[src/timer_pkg.sv]
package timer_pkg;
  // ------------------------------------------------------------
  // register map (byte addresses)
  // ------------------------------------------------------------
  localparam logic [7:0] OFS_CTRL = 8'h00; // basic_control_reg
  localparam logic [7:0] OFS_ADV = 8'h04; // advanced_control_reg
  localparam logic [7:0] OFS_RELOAD = 8'h08; // reload_value
  localparam logic [7:0] OFS_COUNT = 8'h0C; // count_value
  localparam logic [7:0] OFS_STATUS = 8'h10; // status_flags_reg
  localparam logic [7:0] OFS_IEN = 8'h14; // interrupt_enable_reg
  localparam logic [7:0] OFS_CLEAR = 8'h18; // flag_clear_reg
  localparam logic [7:0] OFS_TSRC = 8'h1C; // trigger_source_select_reg
  localparam int ADDR_W = 8;
  // ------------------------------------------------------------
  // control field layout
  // ------------------------------------------------------------
  localparam int CTRL_W = 12;
  localparam int B_EN = 0;
  localparam int B_MODE_LO = 1;
  localparam int B_MODE_HI = 2;
  localparam int B_ONESHOT = 3;
  localparam int B_TOGGLE_OUTPUT_ENABLE = 4;
  localparam int B_TRS = 5;
  localparam int B_POL = 6;
  localparam int B_PRS_LO = 8;
  localparam int B_PRS_HI = 11;
  localparam int PRS_W = 4;
  localparam int FLT_W = 3;
  localparam int SRC_W = 3;
  localparam int CNT_W = 16;
  localparam int PRE_W = 15;
  localparam int ITR_N = 7;
  // status / enable / clear flag positions
  localparam int FLAG_W = 2;
  localparam int F_OV = 0;
  localparam int F_TRIG = 1;
  // ------------------------------------------------------------
  // reset values
  // ------------------------------------------------------------
  localparam logic [CTRL_W-1:0] CTRL_RST = 12'h000;
  localparam logic [CNT_W-1:0] RELOAD_RST = 16'hFFFF;
  localparam logic [31:0] ZERO_WORD = 32'h0000_0000;
  // itr code that picks the advanced timer master output
  localparam logic [SRC_W-1:0] SRC_MASTER = 3'h7;
  // operating modes, in field order 00..11
  typedef enum logic [1:0] {
    MODE_TIMER,
    MODE_COUNTER,
    MODE_TRIG_START,
    MODE_GATED
  } mode_t;
endpackage : timer_pkg

[src/basic_timer_modes_toggle.sv]
// Decided for this implementation: the placing of the registers and register access over AHB-Lite.
`timescale 1ns/1ps
module basic_timer_modes_toggle (
  input wire logic CLOCK_IN,
  input wire logic RESET_N_IN,
  input wire logic HSEL_IN,
  input wire logic [31:0] HADDR_IN,
  input wire logic [1:0] HTRANS_IN,
  input wire logic HWRITE_IN,
  input wire logic [2:0] HSIZE_IN,
  input wire logic [31:0] HWDATA_IN,
  input wire logic HREADY_IN,
  output logic [31:0] HRDATA_OUT,
  output logic HREADYOUT_OUT,
  output logic HRESP_OUT,
  input wire logic EXTERNAL_TRIGGER_INPUT_IN,
  input wire logic [timer_pkg::ITR_N-1:0] OVERFLOW_PULSES_IN,
  input wire logic MASTER_OUTPUT_IN,
  output logic TOGGLE_OUT_POSITIVE_OUT,
  output logic TOGGLE_OUT_NEGATIVE_PIN_OUT,
  output logic OVERFLOW_PULSE_OUT,
  output logic IRQ_OUT
);
  import timer_pkg::*;

  // ------------------------------------------------------------
  // reset release
  // ------------------------------------------------------------
  logic rst_meta_q;
  logic rst_n;

  // two-stage release of the asynchronous reset
  always_ff @(posedge CLOCK_IN or negedge RESET_N_IN) begin
    if (!RESET_N_IN) begin
      rst_meta_q <= 1'b0;
      rst_n <= 1'b0;
    end else begin
      rst_meta_q <= 1'b1;
      rst_n <= rst_meta_q;
    end
  end

  // ------------------------------------------------------------
  // bus slave
  // ------------------------------------------------------------
  logic [CTRL_W-1:0] ctrl_q;
  logic [FLT_W-1:0] flt_sel_q;
  logic [CNT_W-1:0] reload_q;
  logic [CNT_W-1:0] cnt_q;
  logic [FLAG_W-1:0] status_q;
  logic [FLAG_W-1:0] ien_q;
  logic [SRC_W-1:0] src_sel_q;
  logic wr_pend_q;
  logic [ADDR_W-1:0] wr_addr_q;
  logic [31:0] rdata_q;
  logic hready_q;
  logic hresp_q;

  wire addr_ok = HSEL_IN && HTRANS_IN[1] && HREADY_IN;
  wire [ADDR_W-1:0] a_addr = HADDR_IN[ADDR_W-1:0];
  wire wr_ctrl = wr_pend_q && (wr_addr_q == OFS_CTRL);
  wire wr_adv = wr_pend_q && (wr_addr_q == OFS_ADV);
  wire wr_reload = wr_pend_q && (wr_addr_q == OFS_RELOAD);
  wire wr_cnt = wr_pend_q && (wr_addr_q == OFS_COUNT);
  wire wr_ien = wr_pend_q && (wr_addr_q == OFS_IEN);
  wire wr_clear = wr_pend_q && (wr_addr_q == OFS_CLEAR);
  wire wr_tsrc = wr_pend_q && (wr_addr_q == OFS_TSRC);

  // read mux, unmapped addresses read zero
  logic [31:0] rd_mux;
  always_comb begin
    rd_mux = ZERO_WORD;
    unique case (a_addr)
      OFS_CTRL: rd_mux[CTRL_W-1:0] = ctrl_q;
      OFS_ADV: rd_mux[FLT_W-1:0] = flt_sel_q;
      OFS_RELOAD: rd_mux[CNT_W-1:0] = reload_q;
      OFS_COUNT: rd_mux[CNT_W-1:0] = cnt_q;
      OFS_STATUS: rd_mux[FLAG_W-1:0] = status_q;
      OFS_IEN: rd_mux[FLAG_W-1:0] = ien_q;
      OFS_CLEAR: rd_mux[FLAG_W-1:0] = {FLAG_W{1'b1}};
      OFS_TSRC: rd_mux[SRC_W-1:0] = src_sel_q;
      default: rd_mux = ZERO_WORD;
    endcase
  end

  // address phase capture, zero wait state, always okay
  always_ff @(posedge CLOCK_IN or negedge rst_n) begin
    if (!rst_n) begin
      wr_pend_q <= 1'b0;
      wr_addr_q <= '0;
      rdata_q <= ZERO_WORD;
      hready_q <= 1'b1;
      hresp_q <= 1'b0;
    end else begin
      wr_pend_q <= addr_ok && HWRITE_IN;
      wr_addr_q <= a_addr;
      rdata_q <= (addr_ok && !HWRITE_IN) ? rd_mux : rdata_q;
      hready_q <= 1'b1;
      hresp_q <= 1'b0;
    end
  end

  // plain configuration registers
  always_ff @(posedge CLOCK_IN or negedge rst_n) begin
    if (!rst_n) begin
      flt_sel_q <= '0;
      reload_q <= RELOAD_RST;
      ien_q <= '0;
      src_sel_q <= '0;
    end else begin
      if (wr_adv) flt_sel_q <= HWDATA_IN[FLT_W-1:0];
      if (wr_reload) reload_q <= HWDATA_IN[CNT_W-1:0];
      if (wr_ien) ien_q <= HWDATA_IN[FLAG_W-1:0];
      if (wr_tsrc) src_sel_q <= HWDATA_IN[SRC_W-1:0];
    end
  end

  // ------------------------------------------------------------
  // external trigger filter and polarity
  // ------------------------------------------------------------
  logic etr_raw_q;
  logic etr_flt_q;
  logic etr_flt_prev_q;
  logic [FLT_W-1:0] flt_cnt_q;

  wire polarity_select = ctrl_q[B_POL];
  wire flt_take = (etr_raw_q != etr_flt_q) && (flt_cnt_q >= flt_sel_q);
  wire gate_act = etr_flt_q ^ polarity_select;
  wire etr_edge = (etr_flt_q != etr_flt_prev_q) && (etr_flt_q ^ polarity_select);

  // level must hold flt_sel+1 samples before it is passed on
  always_ff @(posedge CLOCK_IN or negedge rst_n) begin
    if (!rst_n) begin
      etr_raw_q <= 1'b0;
      etr_flt_q <= 1'b0;
      etr_flt_prev_q <= 1'b0;
      flt_cnt_q <= '0;
    end else begin
      etr_raw_q <= EXTERNAL_TRIGGER_INPUT_IN;
      etr_flt_prev_q <= etr_flt_q;
      if (flt_take) etr_flt_q <= etr_raw_q;
      if (etr_raw_q == etr_flt_q || flt_take) begin
        flt_cnt_q <= '0;
      end else begin
        flt_cnt_q <= flt_cnt_q + 1'b1;
      end
    end
  end

  // ------------------------------------------------------------
  // trigger source selection
  // ------------------------------------------------------------
  wire [ITR_N:0] itr_all = {MASTER_OUTPUT_IN, OVERFLOW_PULSES_IN};
  wire itr_evt = itr_all[src_sel_q];
  wire trs_evt = ctrl_q[B_TRS] ? itr_evt : etr_edge;

  // ------------------------------------------------------------
  // mode decode and run condition
  // ------------------------------------------------------------
  mode_t mode;
  assign mode = mode_t'(ctrl_q[B_MODE_HI:B_MODE_LO]);
  wire en = ctrl_q[B_EN];
  wire trig_hit = (mode == MODE_TRIG_START) && trs_evt;
  logic run;
  logic src_evt;
  always_comb begin
    run = en;
    src_evt = 1'b1;
    unique case (mode)
      MODE_TIMER: src_evt = 1'b1;
      MODE_COUNTER: src_evt = trs_evt;
      MODE_TRIG_START: src_evt = 1'b1;
      MODE_GATED: run = en && gate_act;
    endcase
  end

  // ------------------------------------------------------------
  // prescaler and counter
  // ------------------------------------------------------------
  logic [PRS_W-1:0] prs_act_q;
  logic [PRE_W-1:0] pre_q;
  logic en_prev_q;
  logic ov_q;

  wire en_rise = en && !en_prev_q;
  // new prescale is already in force in the cycle that enable rises
  wire [PRS_W-1:0] prs_use = en_rise ? ctrl_q[B_PRS_HI:B_PRS_LO] : prs_act_q;
  wire [PRE_W-1:0] pre_lim = PRE_W'((16'h0001 << prs_use) - 16'h0001);
  wire tick = run && src_evt && (pre_q == pre_lim);
  wire ovf = tick && (cnt_q == reload_q);
  wire wrap = tick && (cnt_q > reload_q); // reload shrank below count
  wire oneshot_stop = ovf && ctrl_q[B_ONESHOT];

  // prescale change takes effect at overflow or enable rise
  always_ff @(posedge CLOCK_IN or negedge rst_n) begin
    if (!rst_n) begin
      prs_act_q <= '0;
      pre_q <= '0;
      en_prev_q <= 1'b0;
    end else begin
      en_prev_q <= en;
      if (ovf || en_rise) prs_act_q <= ctrl_q[B_PRS_HI:B_PRS_LO];
      if (!en || tick) begin // prescaler rests at zero while disabled
        pre_q <= '0;
      end else if (run && src_evt) begin
        pre_q <= pre_q + 1'b1;
      end
    end
  end

  // count register, software write wins over counting
  always_ff @(posedge CLOCK_IN or negedge rst_n) begin
    if (!rst_n) begin
      cnt_q <= '0;
      ov_q <= 1'b0;
    end else begin
      ov_q <= ovf;
      if (wr_cnt) begin
        cnt_q <= HWDATA_IN[CNT_W-1:0];
      end else if (ovf || wrap) begin
        cnt_q <= '0;
      end else if (tick) begin
        cnt_q <= cnt_q + 1'b1;
      end
    end
  end

  // ------------------------------------------------------------
  // control register with hardware enable set and clear
  // ------------------------------------------------------------
  logic [CTRL_W-1:0] ctrl_d;
  always_comb begin
    ctrl_d = wr_ctrl ? HWDATA_IN[CTRL_W-1:0] : ctrl_q;
    if (oneshot_stop) ctrl_d[B_EN] = 1'b0;
    if (trig_hit) ctrl_d[B_EN] = 1'b1;
  end

  always_ff @(posedge CLOCK_IN or negedge rst_n) begin
    if (!rst_n) ctrl_q <= CTRL_RST;
    else ctrl_q <= ctrl_d;
  end

  // ------------------------------------------------------------
  // status flags, hardware set wins over software clear
  // ------------------------------------------------------------
  logic [FLAG_W-1:0] flag_set;
  logic [FLAG_W-1:0] flag_clr;
  assign flag_set = {trig_hit, ov_q};
  assign flag_clr = wr_clear ? ~HWDATA_IN[FLAG_W-1:0] : '0;
  wire [FLAG_W-1:0] status_d_w = (status_q & ~flag_clr) | flag_set;

  always_ff @(posedge CLOCK_IN or negedge rst_n) begin
    if (!rst_n) status_q <= '0;
    else status_q <= (status_q & ~flag_clr) | flag_set;
  end

  // ------------------------------------------------------------
  // toggle outputs and exported pulse
  // ------------------------------------------------------------
  logic tog_q;
  logic pos_q;
  logic neg_q;
  logic irq_q;
  wire toggle_output_enable = ctrl_q[B_TOGGLE_OUTPUT_ENABLE];
  wire tog_d = !toggle_output_enable ? 1'b1 : (ov_q ? !tog_q : tog_q);

  always_ff @(posedge CLOCK_IN or negedge rst_n) begin
    if (!rst_n) begin
      tog_q <= 1'b1;
      pos_q <= 1'b0;
      neg_q <= 1'b0;
      irq_q <= 1'b0;
    end else begin
      tog_q <= tog_d;
      pos_q <= toggle_output_enable && tog_d;
      neg_q <= toggle_output_enable && !tog_d;
      irq_q <= |(status_d_w & ien_q);
    end
  end

  assign HRDATA_OUT = rdata_q;
  assign HREADYOUT_OUT = hready_q;
  assign HRESP_OUT = hresp_q;
  assign TOGGLE_OUT_POSITIVE_OUT = pos_q;
  assign TOGGLE_OUT_NEGATIVE_PIN_OUT = neg_q;
  assign OVERFLOW_PULSE_OUT = ov_q;
  assign IRQ_OUT = irq_q;

  // ------------------------------------------------------------
  // checks
  // ------------------------------------------------------------
  property p_tog_off;
    @(posedge CLOCK_IN) disable iff (!rst_n)
      !toggle_output_enable |=> !pos_q && !neg_q;
  endproperty
  a_tog_off: assert property (p_tog_off)
    else $error("toggle pins not low while disabled");

  property p_tog_opp;
    @(posedge CLOCK_IN) disable iff (!rst_n)
      toggle_output_enable |=> pos_q != neg_q;
  endproperty
  a_tog_opp: assert property (p_tog_opp)
    else $error("toggle pins not opposite");

  property p_tog_start;
    @(posedge CLOCK_IN) disable iff (!rst_n)
      $rose(toggle_output_enable) |=> pos_q;
  endproperty
  a_tog_start: assert property (p_tog_start)
    else $error("positive pin not high on enable");

  property p_tog_flip;
    @(posedge CLOCK_IN) disable iff (!rst_n)
      ov_q && toggle_output_enable && $past(toggle_output_enable) |=> pos_q != $past(pos_q);
  endproperty
  a_tog_flip: assert property (p_tog_flip)
    else $error("toggle pins did not flip on overflow");

  property p_ov_pulse;
    @(posedge CLOCK_IN) disable iff (!rst_n)
      ov_q && reload_q != '0 |=> !ov_q;
  endproperty
  a_ov_pulse: assert property (p_ov_pulse)
    else $error("overflow pulse longer than one cycle");

  property p_ov_flag;
    @(posedge CLOCK_IN) disable iff (!rst_n)
      ovf |-> ##2 status_q[F_OV];
  endproperty
  a_ov_flag: assert property (p_ov_flag)
    else $error("overflow flag not set");

  property p_trig;
    @(posedge CLOCK_IN) disable iff (!rst_n)
      trig_hit |=> en && status_q[F_TRIG];
  endproperty
  a_trig: assert property (p_trig)
    else $error("trigger did not set enable and flag");

  property p_gate_hold;
    @(posedge CLOCK_IN) disable iff (!rst_n)
      mode == MODE_GATED && !gate_act && !wr_cnt |=> $stable(cnt_q);
  endproperty
  a_gate_hold: assert property (p_gate_hold)
    else $error("count moved with gate inactive");

  property p_timer_step;
    @(posedge CLOCK_IN) disable iff (!rst_n)
      mode == MODE_TIMER && en && prs_act_q == '0 && !en_rise
      && cnt_q < reload_q && !wr_cnt |=> cnt_q == $past(cnt_q) + 1'b1;
  endproperty
  a_timer_step: assert property (p_timer_step)
    else $error("timer did not step each clock");

  property p_halt;
    @(posedge CLOCK_IN) disable iff (!rst_n)
      !en && !wr_cnt |=> $stable(cnt_q);
  endproperty
  a_halt: assert property (p_halt)
    else $error("count moved while disabled");
endmodule : basic_timer_modes_toggle

[config.mk]
export PLATFORM = sky130hd
export DESIGN_NAME = basic_timer_modes_toggle
export DESIGN_NICKNAME = d
export VERILOG_FILES = /design/src/timer_pkg.sv /design/src/basic_timer_modes_toggle.sv
export SDC_FILE = /design/constraint.sdc
export NUM_CORES = 1
export LEC_CHECK = 0
export BUFFER_PORTS_ARGS = -buffer_cell sky130_fd_sc_hd__buf_2
export CORE_MARGIN = 3
export CORE_UTILIZATION = 40
export DETAILED_ROUTE_END_ITERATION = 10
export MAX_ROUTING_LAYER = met4
export SLEW_MARGIN = 10
export SYNTH_ARGS = -nofsm -noshare
export SYNTH_HDL_FRONTEND = slang
export SYNTH_SLANG_ARGS = --single-unit
[constraint.sdc]
create_clock -name CLOCK_IN -period 3.26 [get_ports CLOCK_IN]
set_input_delay 0.652 -clock CLOCK_IN [delete_from_list [all_inputs] [get_ports CLOCK_IN]]
set_output_delay 0.652 -clock CLOCK_IN [all_outputs]
set_load 0.03 [all_outputs]
==> results.txt <==
----------------------------------------------------
[Synthesis]
  Most instantiated library cell after synthesis ... dfrtp_1
  Synth Area in XOR/XNOR ... 3.23%
  Unique masters post-synth ... 75
  Post-synthesis share of cell area spent on full adders, half adders and majority gates ... 4.08%
  Area share of the leading cell type in the synthesized netlist ... 33.7%
  Count of mapped cells out of synthesis ... 769
  Sequential area share after synthesis ... 40.0%
  Leading cell types by total area after synthesis ... dfrtp_1, dfstp_2, mux2_2, nand2_1, ha_1
  Cell area after synthesis ... 7050 µm²
  Synth Flop Type ... dfrtp_1
  Post-synthesis sequential element count ... 112
  Post-synthesis simple-gate area fraction ... 22.4%
  Number of flops mapped to enable cells by yosys ... 0
  Avg Synthesized Cell Area ... 9.17 µm²
  Share of async-settable or async-resettable flops after synthesis ... 100%
  Combinational family with the most area after synthesis ... simple AND/OR/NAND/NOR gates
  Compound-Gate Fraction of Synth Area ... 15.8%
  Count of warnings emitted by yosys ... 0
  Dominant cell type by area after synthesis ... dfrtp_1
  Multiplexer share of the synthesized area ... 7.97%
  Top cells by instance count after synthesis ... dfrtp_1, nand2_1, nor2_1

[Critical path]
  Kind of cell adding the most delay to the critical path ... simple AND/OR/NAND/NOR gates
  Series of cell instances along the critical path ... nor2b_4 > mux2_4 > nor2_1 > nand2_2 > ha_4 > buf_6 > a211oi_2 > a211o_1 > nand2_1 > xor2_1 > or4_4 > buf_12 > o21ai_4 > buf_6 > buf_12 > nor2_1
  WP data required ... 3.51 ns
  Library cell contributing the largest single delay on the critical path ... or4_4
  Startpoint type of the worst setup path ... flip-flop
  Worst EP arrival ... 3.66 ns
  Peak per-stage delay on the critical path ... 0.54 ns
  Capturing element type of the critical path ... flip-flop
  Critical setup path kind ... reg -> reg
  Crit path buf inv count ... 4
  Highest net fanout along the worst path ... 18

[Timing]
  Final Setup Violations ... 36
  Maximum clock frequency ... 293 MHz
  Final hold violations ... 0
  Setup slack after layout ... -0.151 ns
  Post-route clock period utilization ... 105%
  Final min period ... 3.41 ns
  Setup skew after layout ... 0.0122 ns
  Max Slew Vio Count ... 0
  Setup repair after global routing missed its margin ... true
  Worst-case headroom to the max-slew limit ... 29.1%
  Tightest Pin Transition ... 1.04 ns
  Hold Worst Slack ... 0.0479 ns
  Total negative setup slack ... -3.78 ns

[CTS]
  H-tree depth reported by CTS ... 3
  Clock latency reported for the late side of the worst-skew pair ... 0.37 ns
  Maximum clock path buffer count ... 2
  Buffer cell driving the clock tree root ... clkbuf_16
  Number of buffers inserted during clock tree synthesis ... 9
  CTS tree ... yes
  Number of clock sinks seen by CTS ... 112
  Clock-pin slew reported for the worst setup and hold paths after clock tree synthesis ... 0.08 ns

[Routing]
  Detailed-router iteration count before antenna repair ... 5
  Number of vias in the routed layout ... 6152
  Final ANT Viol Nets ... 0
  Total Wirelength ... 19500 µm
  Number of remaining DRC errors ... 0
  Iter 0 DRT Violations ... 534
  Average routed wire per standard cell ... 17.9 µm
  Per-cell via count in the routed design ... 5.65

[Power]
  Combinational share of power ... 24.6%
  Largest voltage drop on the vdd net ... 0.274 mV
  Leak pwr ... 3.73 nW
  Net switching component of the power ... 1.18 mW
  Sw Share ... 32.4%
  Sequential share of power ... 45.1%
  Portion of total power attributed to the clock network ... 30.3%
  Cell internal power dissipation ... 2.46 mW
  Power density of the placed cells ... 424 nW/µm²

[Global route]
  Wire length of the first global-routing pass ... 31700 µm
  Antenna violations before repair ... 0
  Largest net degree at the start of global routing ... 65
  Global router's overall resource usage ... 20.7%
  Total gr overflow ... 0
  Vias in the first global route ... 5897

[Status]
  Outcome ... finished, violations left
  Failing checks ... negative setup slack

[Place]
  Detail Placement HPWL ... 13500 µm
  Buffers added on ports ... 58
  Gp weighted congestion ... 0.883
  Placement Cell Area ... 7840 µm²
  Placement-stage worst setup slack ... -0.220 ns
  Cell Count Post-Placement ... 1056

[Final layout]
  Nets ... 970
  Share of layout cells above drive strength 1 ... 28.7%
  Fill count ... 1582
  Fin cells ... 1089
  Non-Filler Cell Area, Final ... 8580 µm²
  Antenna Cells ... 0
  Area growth, synth to finish ... 21.7%

[Floorplan]
  Starting utilization of the core area ... 41.6%
  Num rows ... 47
  Core Region ... 16900 µm²
  Boundary pin count ... 121
  Vert. Die Dim ... 139 µm
  Horizontal die dimension ... 139 µm
  Die ar. ... 19300 µm²

[Flow run]
  Count of maximum capacitance violations ... 0

[Worst hold path]
  Min-delay worst type ... in -> async

----------------------------------------------------
-- state kept, by name, indices dropped and copies added, names as in the netlist, 2 cells and up --
register,cells
wr_addr_q,8
ien_q,2
pre_q,15
HRDATA_OUT,16
reload_q,16
cnt_q,16
status_q,2
flt_cnt_q,3
flt_sel_q,3
prs_act_q,4
src_sel_q,3
ctrl_q,12
-- layout make-up --
type / count / area, µm² / area share (%)
Inverter: 28 / 108 / 1.25
Timing Repair Buffer: 127 / 958 / 11.2
Tap cell: 220 / 275 / 3.21
Clock inverter: 6 / 61.3 / 0.715
Sequential cell: 112 / 2830 / 33.0
Multi-Input combinational cell: 586 / 4120 / 48.0
Clock buffer: 10 / 229 / 2.67
-- routing by layer --
layer,GRT usage [%],up-vias,wire length [µm]
met5,-,-,0
met4,4.48,0,170
met3,3.07,15,915
met2,32.5,181,9440
met1,28.5,2999,9020
li1,-,2957,-
-- final timing paths --
check | from | to | slack (ns) | cells past startpoint
min | RESET_N_IN | rst_n | 0.05 | 1
max reg2reg | ctrl_q[0] | pre_q[2] | -0.15 | 16
min in group CLOCK_IN | rst_meta_q | rst_n | 0.36 | 0
max in group asynchronous | rst_n | reload_q[2] | 2.12 | 1
min reg2reg | rst_n | HRDATA_OUT[8] | 0.33 | 0
max | ctrl_q[0] | pre_q[2] | -0.15 | 16
-- cells in the final DEF, fill, tap and decap left out, types with 17 or more instances in the layout --
cell,synthesis,layout
a21oi_1,17,17
a31oi_1,22,21
buf_2,4,59
buf_4,21,54
conb_1,2,19
dfrtp_1,95,93
dfstp_2,17,17
ha_1,23,22
inv_1,28,26
mux2_2,32,32
nand2_1,81,80
nand3_1,21,21
nand4_1,29,29
nor2_1,68,68
o21ai_0,50,48
-- timing repair --
action	4_1_cts	5_1_grt
buffers inserted	10	3
pin swaps	16	19
resized for setup	30	25
hold buffers	0	0
cloned	4	1
hold endpoints to repair	0	0
setup endpoints to repair	37	37
-- cells by family after synthesis --
family | Yosys count
AO/OA/AOI/OAI | 165
XOR/XNOR | 26
adder cells (fa/ha/maj) | 23
buffers and inverters | 89
flip-flops | 112
multiplexers | 50
other | 2
AND/OR/NAND/NOR | 302
-- power groups by stage --
stage               combinational (mW)  clock, mW  sequential, mW
floorplan                        0.536          0            1.63
global placement                 0.741          0            1.66
detailed placement               0.754          0            1.66
CTS                              0.866       1.13            1.64
global route                     0.982       1.19            1.66
finish                           0.897       1.10            1.64
-- stage by stage --
stage	power (mW)	util (%)
after floorplan	2.16	-
after global placement	2.40	46.3
after detailed placement	2.41	46.3
after CTS	3.64	49.6
after global routing	3.83	50.7
final	3.64	50.7
-- worst reg2reg max path: cells and delay by family (launching register included) --
family / cells / cell delay (ns)
mux: 1 / 0.34
simple gates: 6 / 1.10
compound gates: 3 / 0.48
flops: 1 / 0.43
fa+ha+maj: 1 / 0.21
xor+xnor: 1 / 0.18
buf+inv: 4 / 0.56
(Power assumes the default switching activity.)
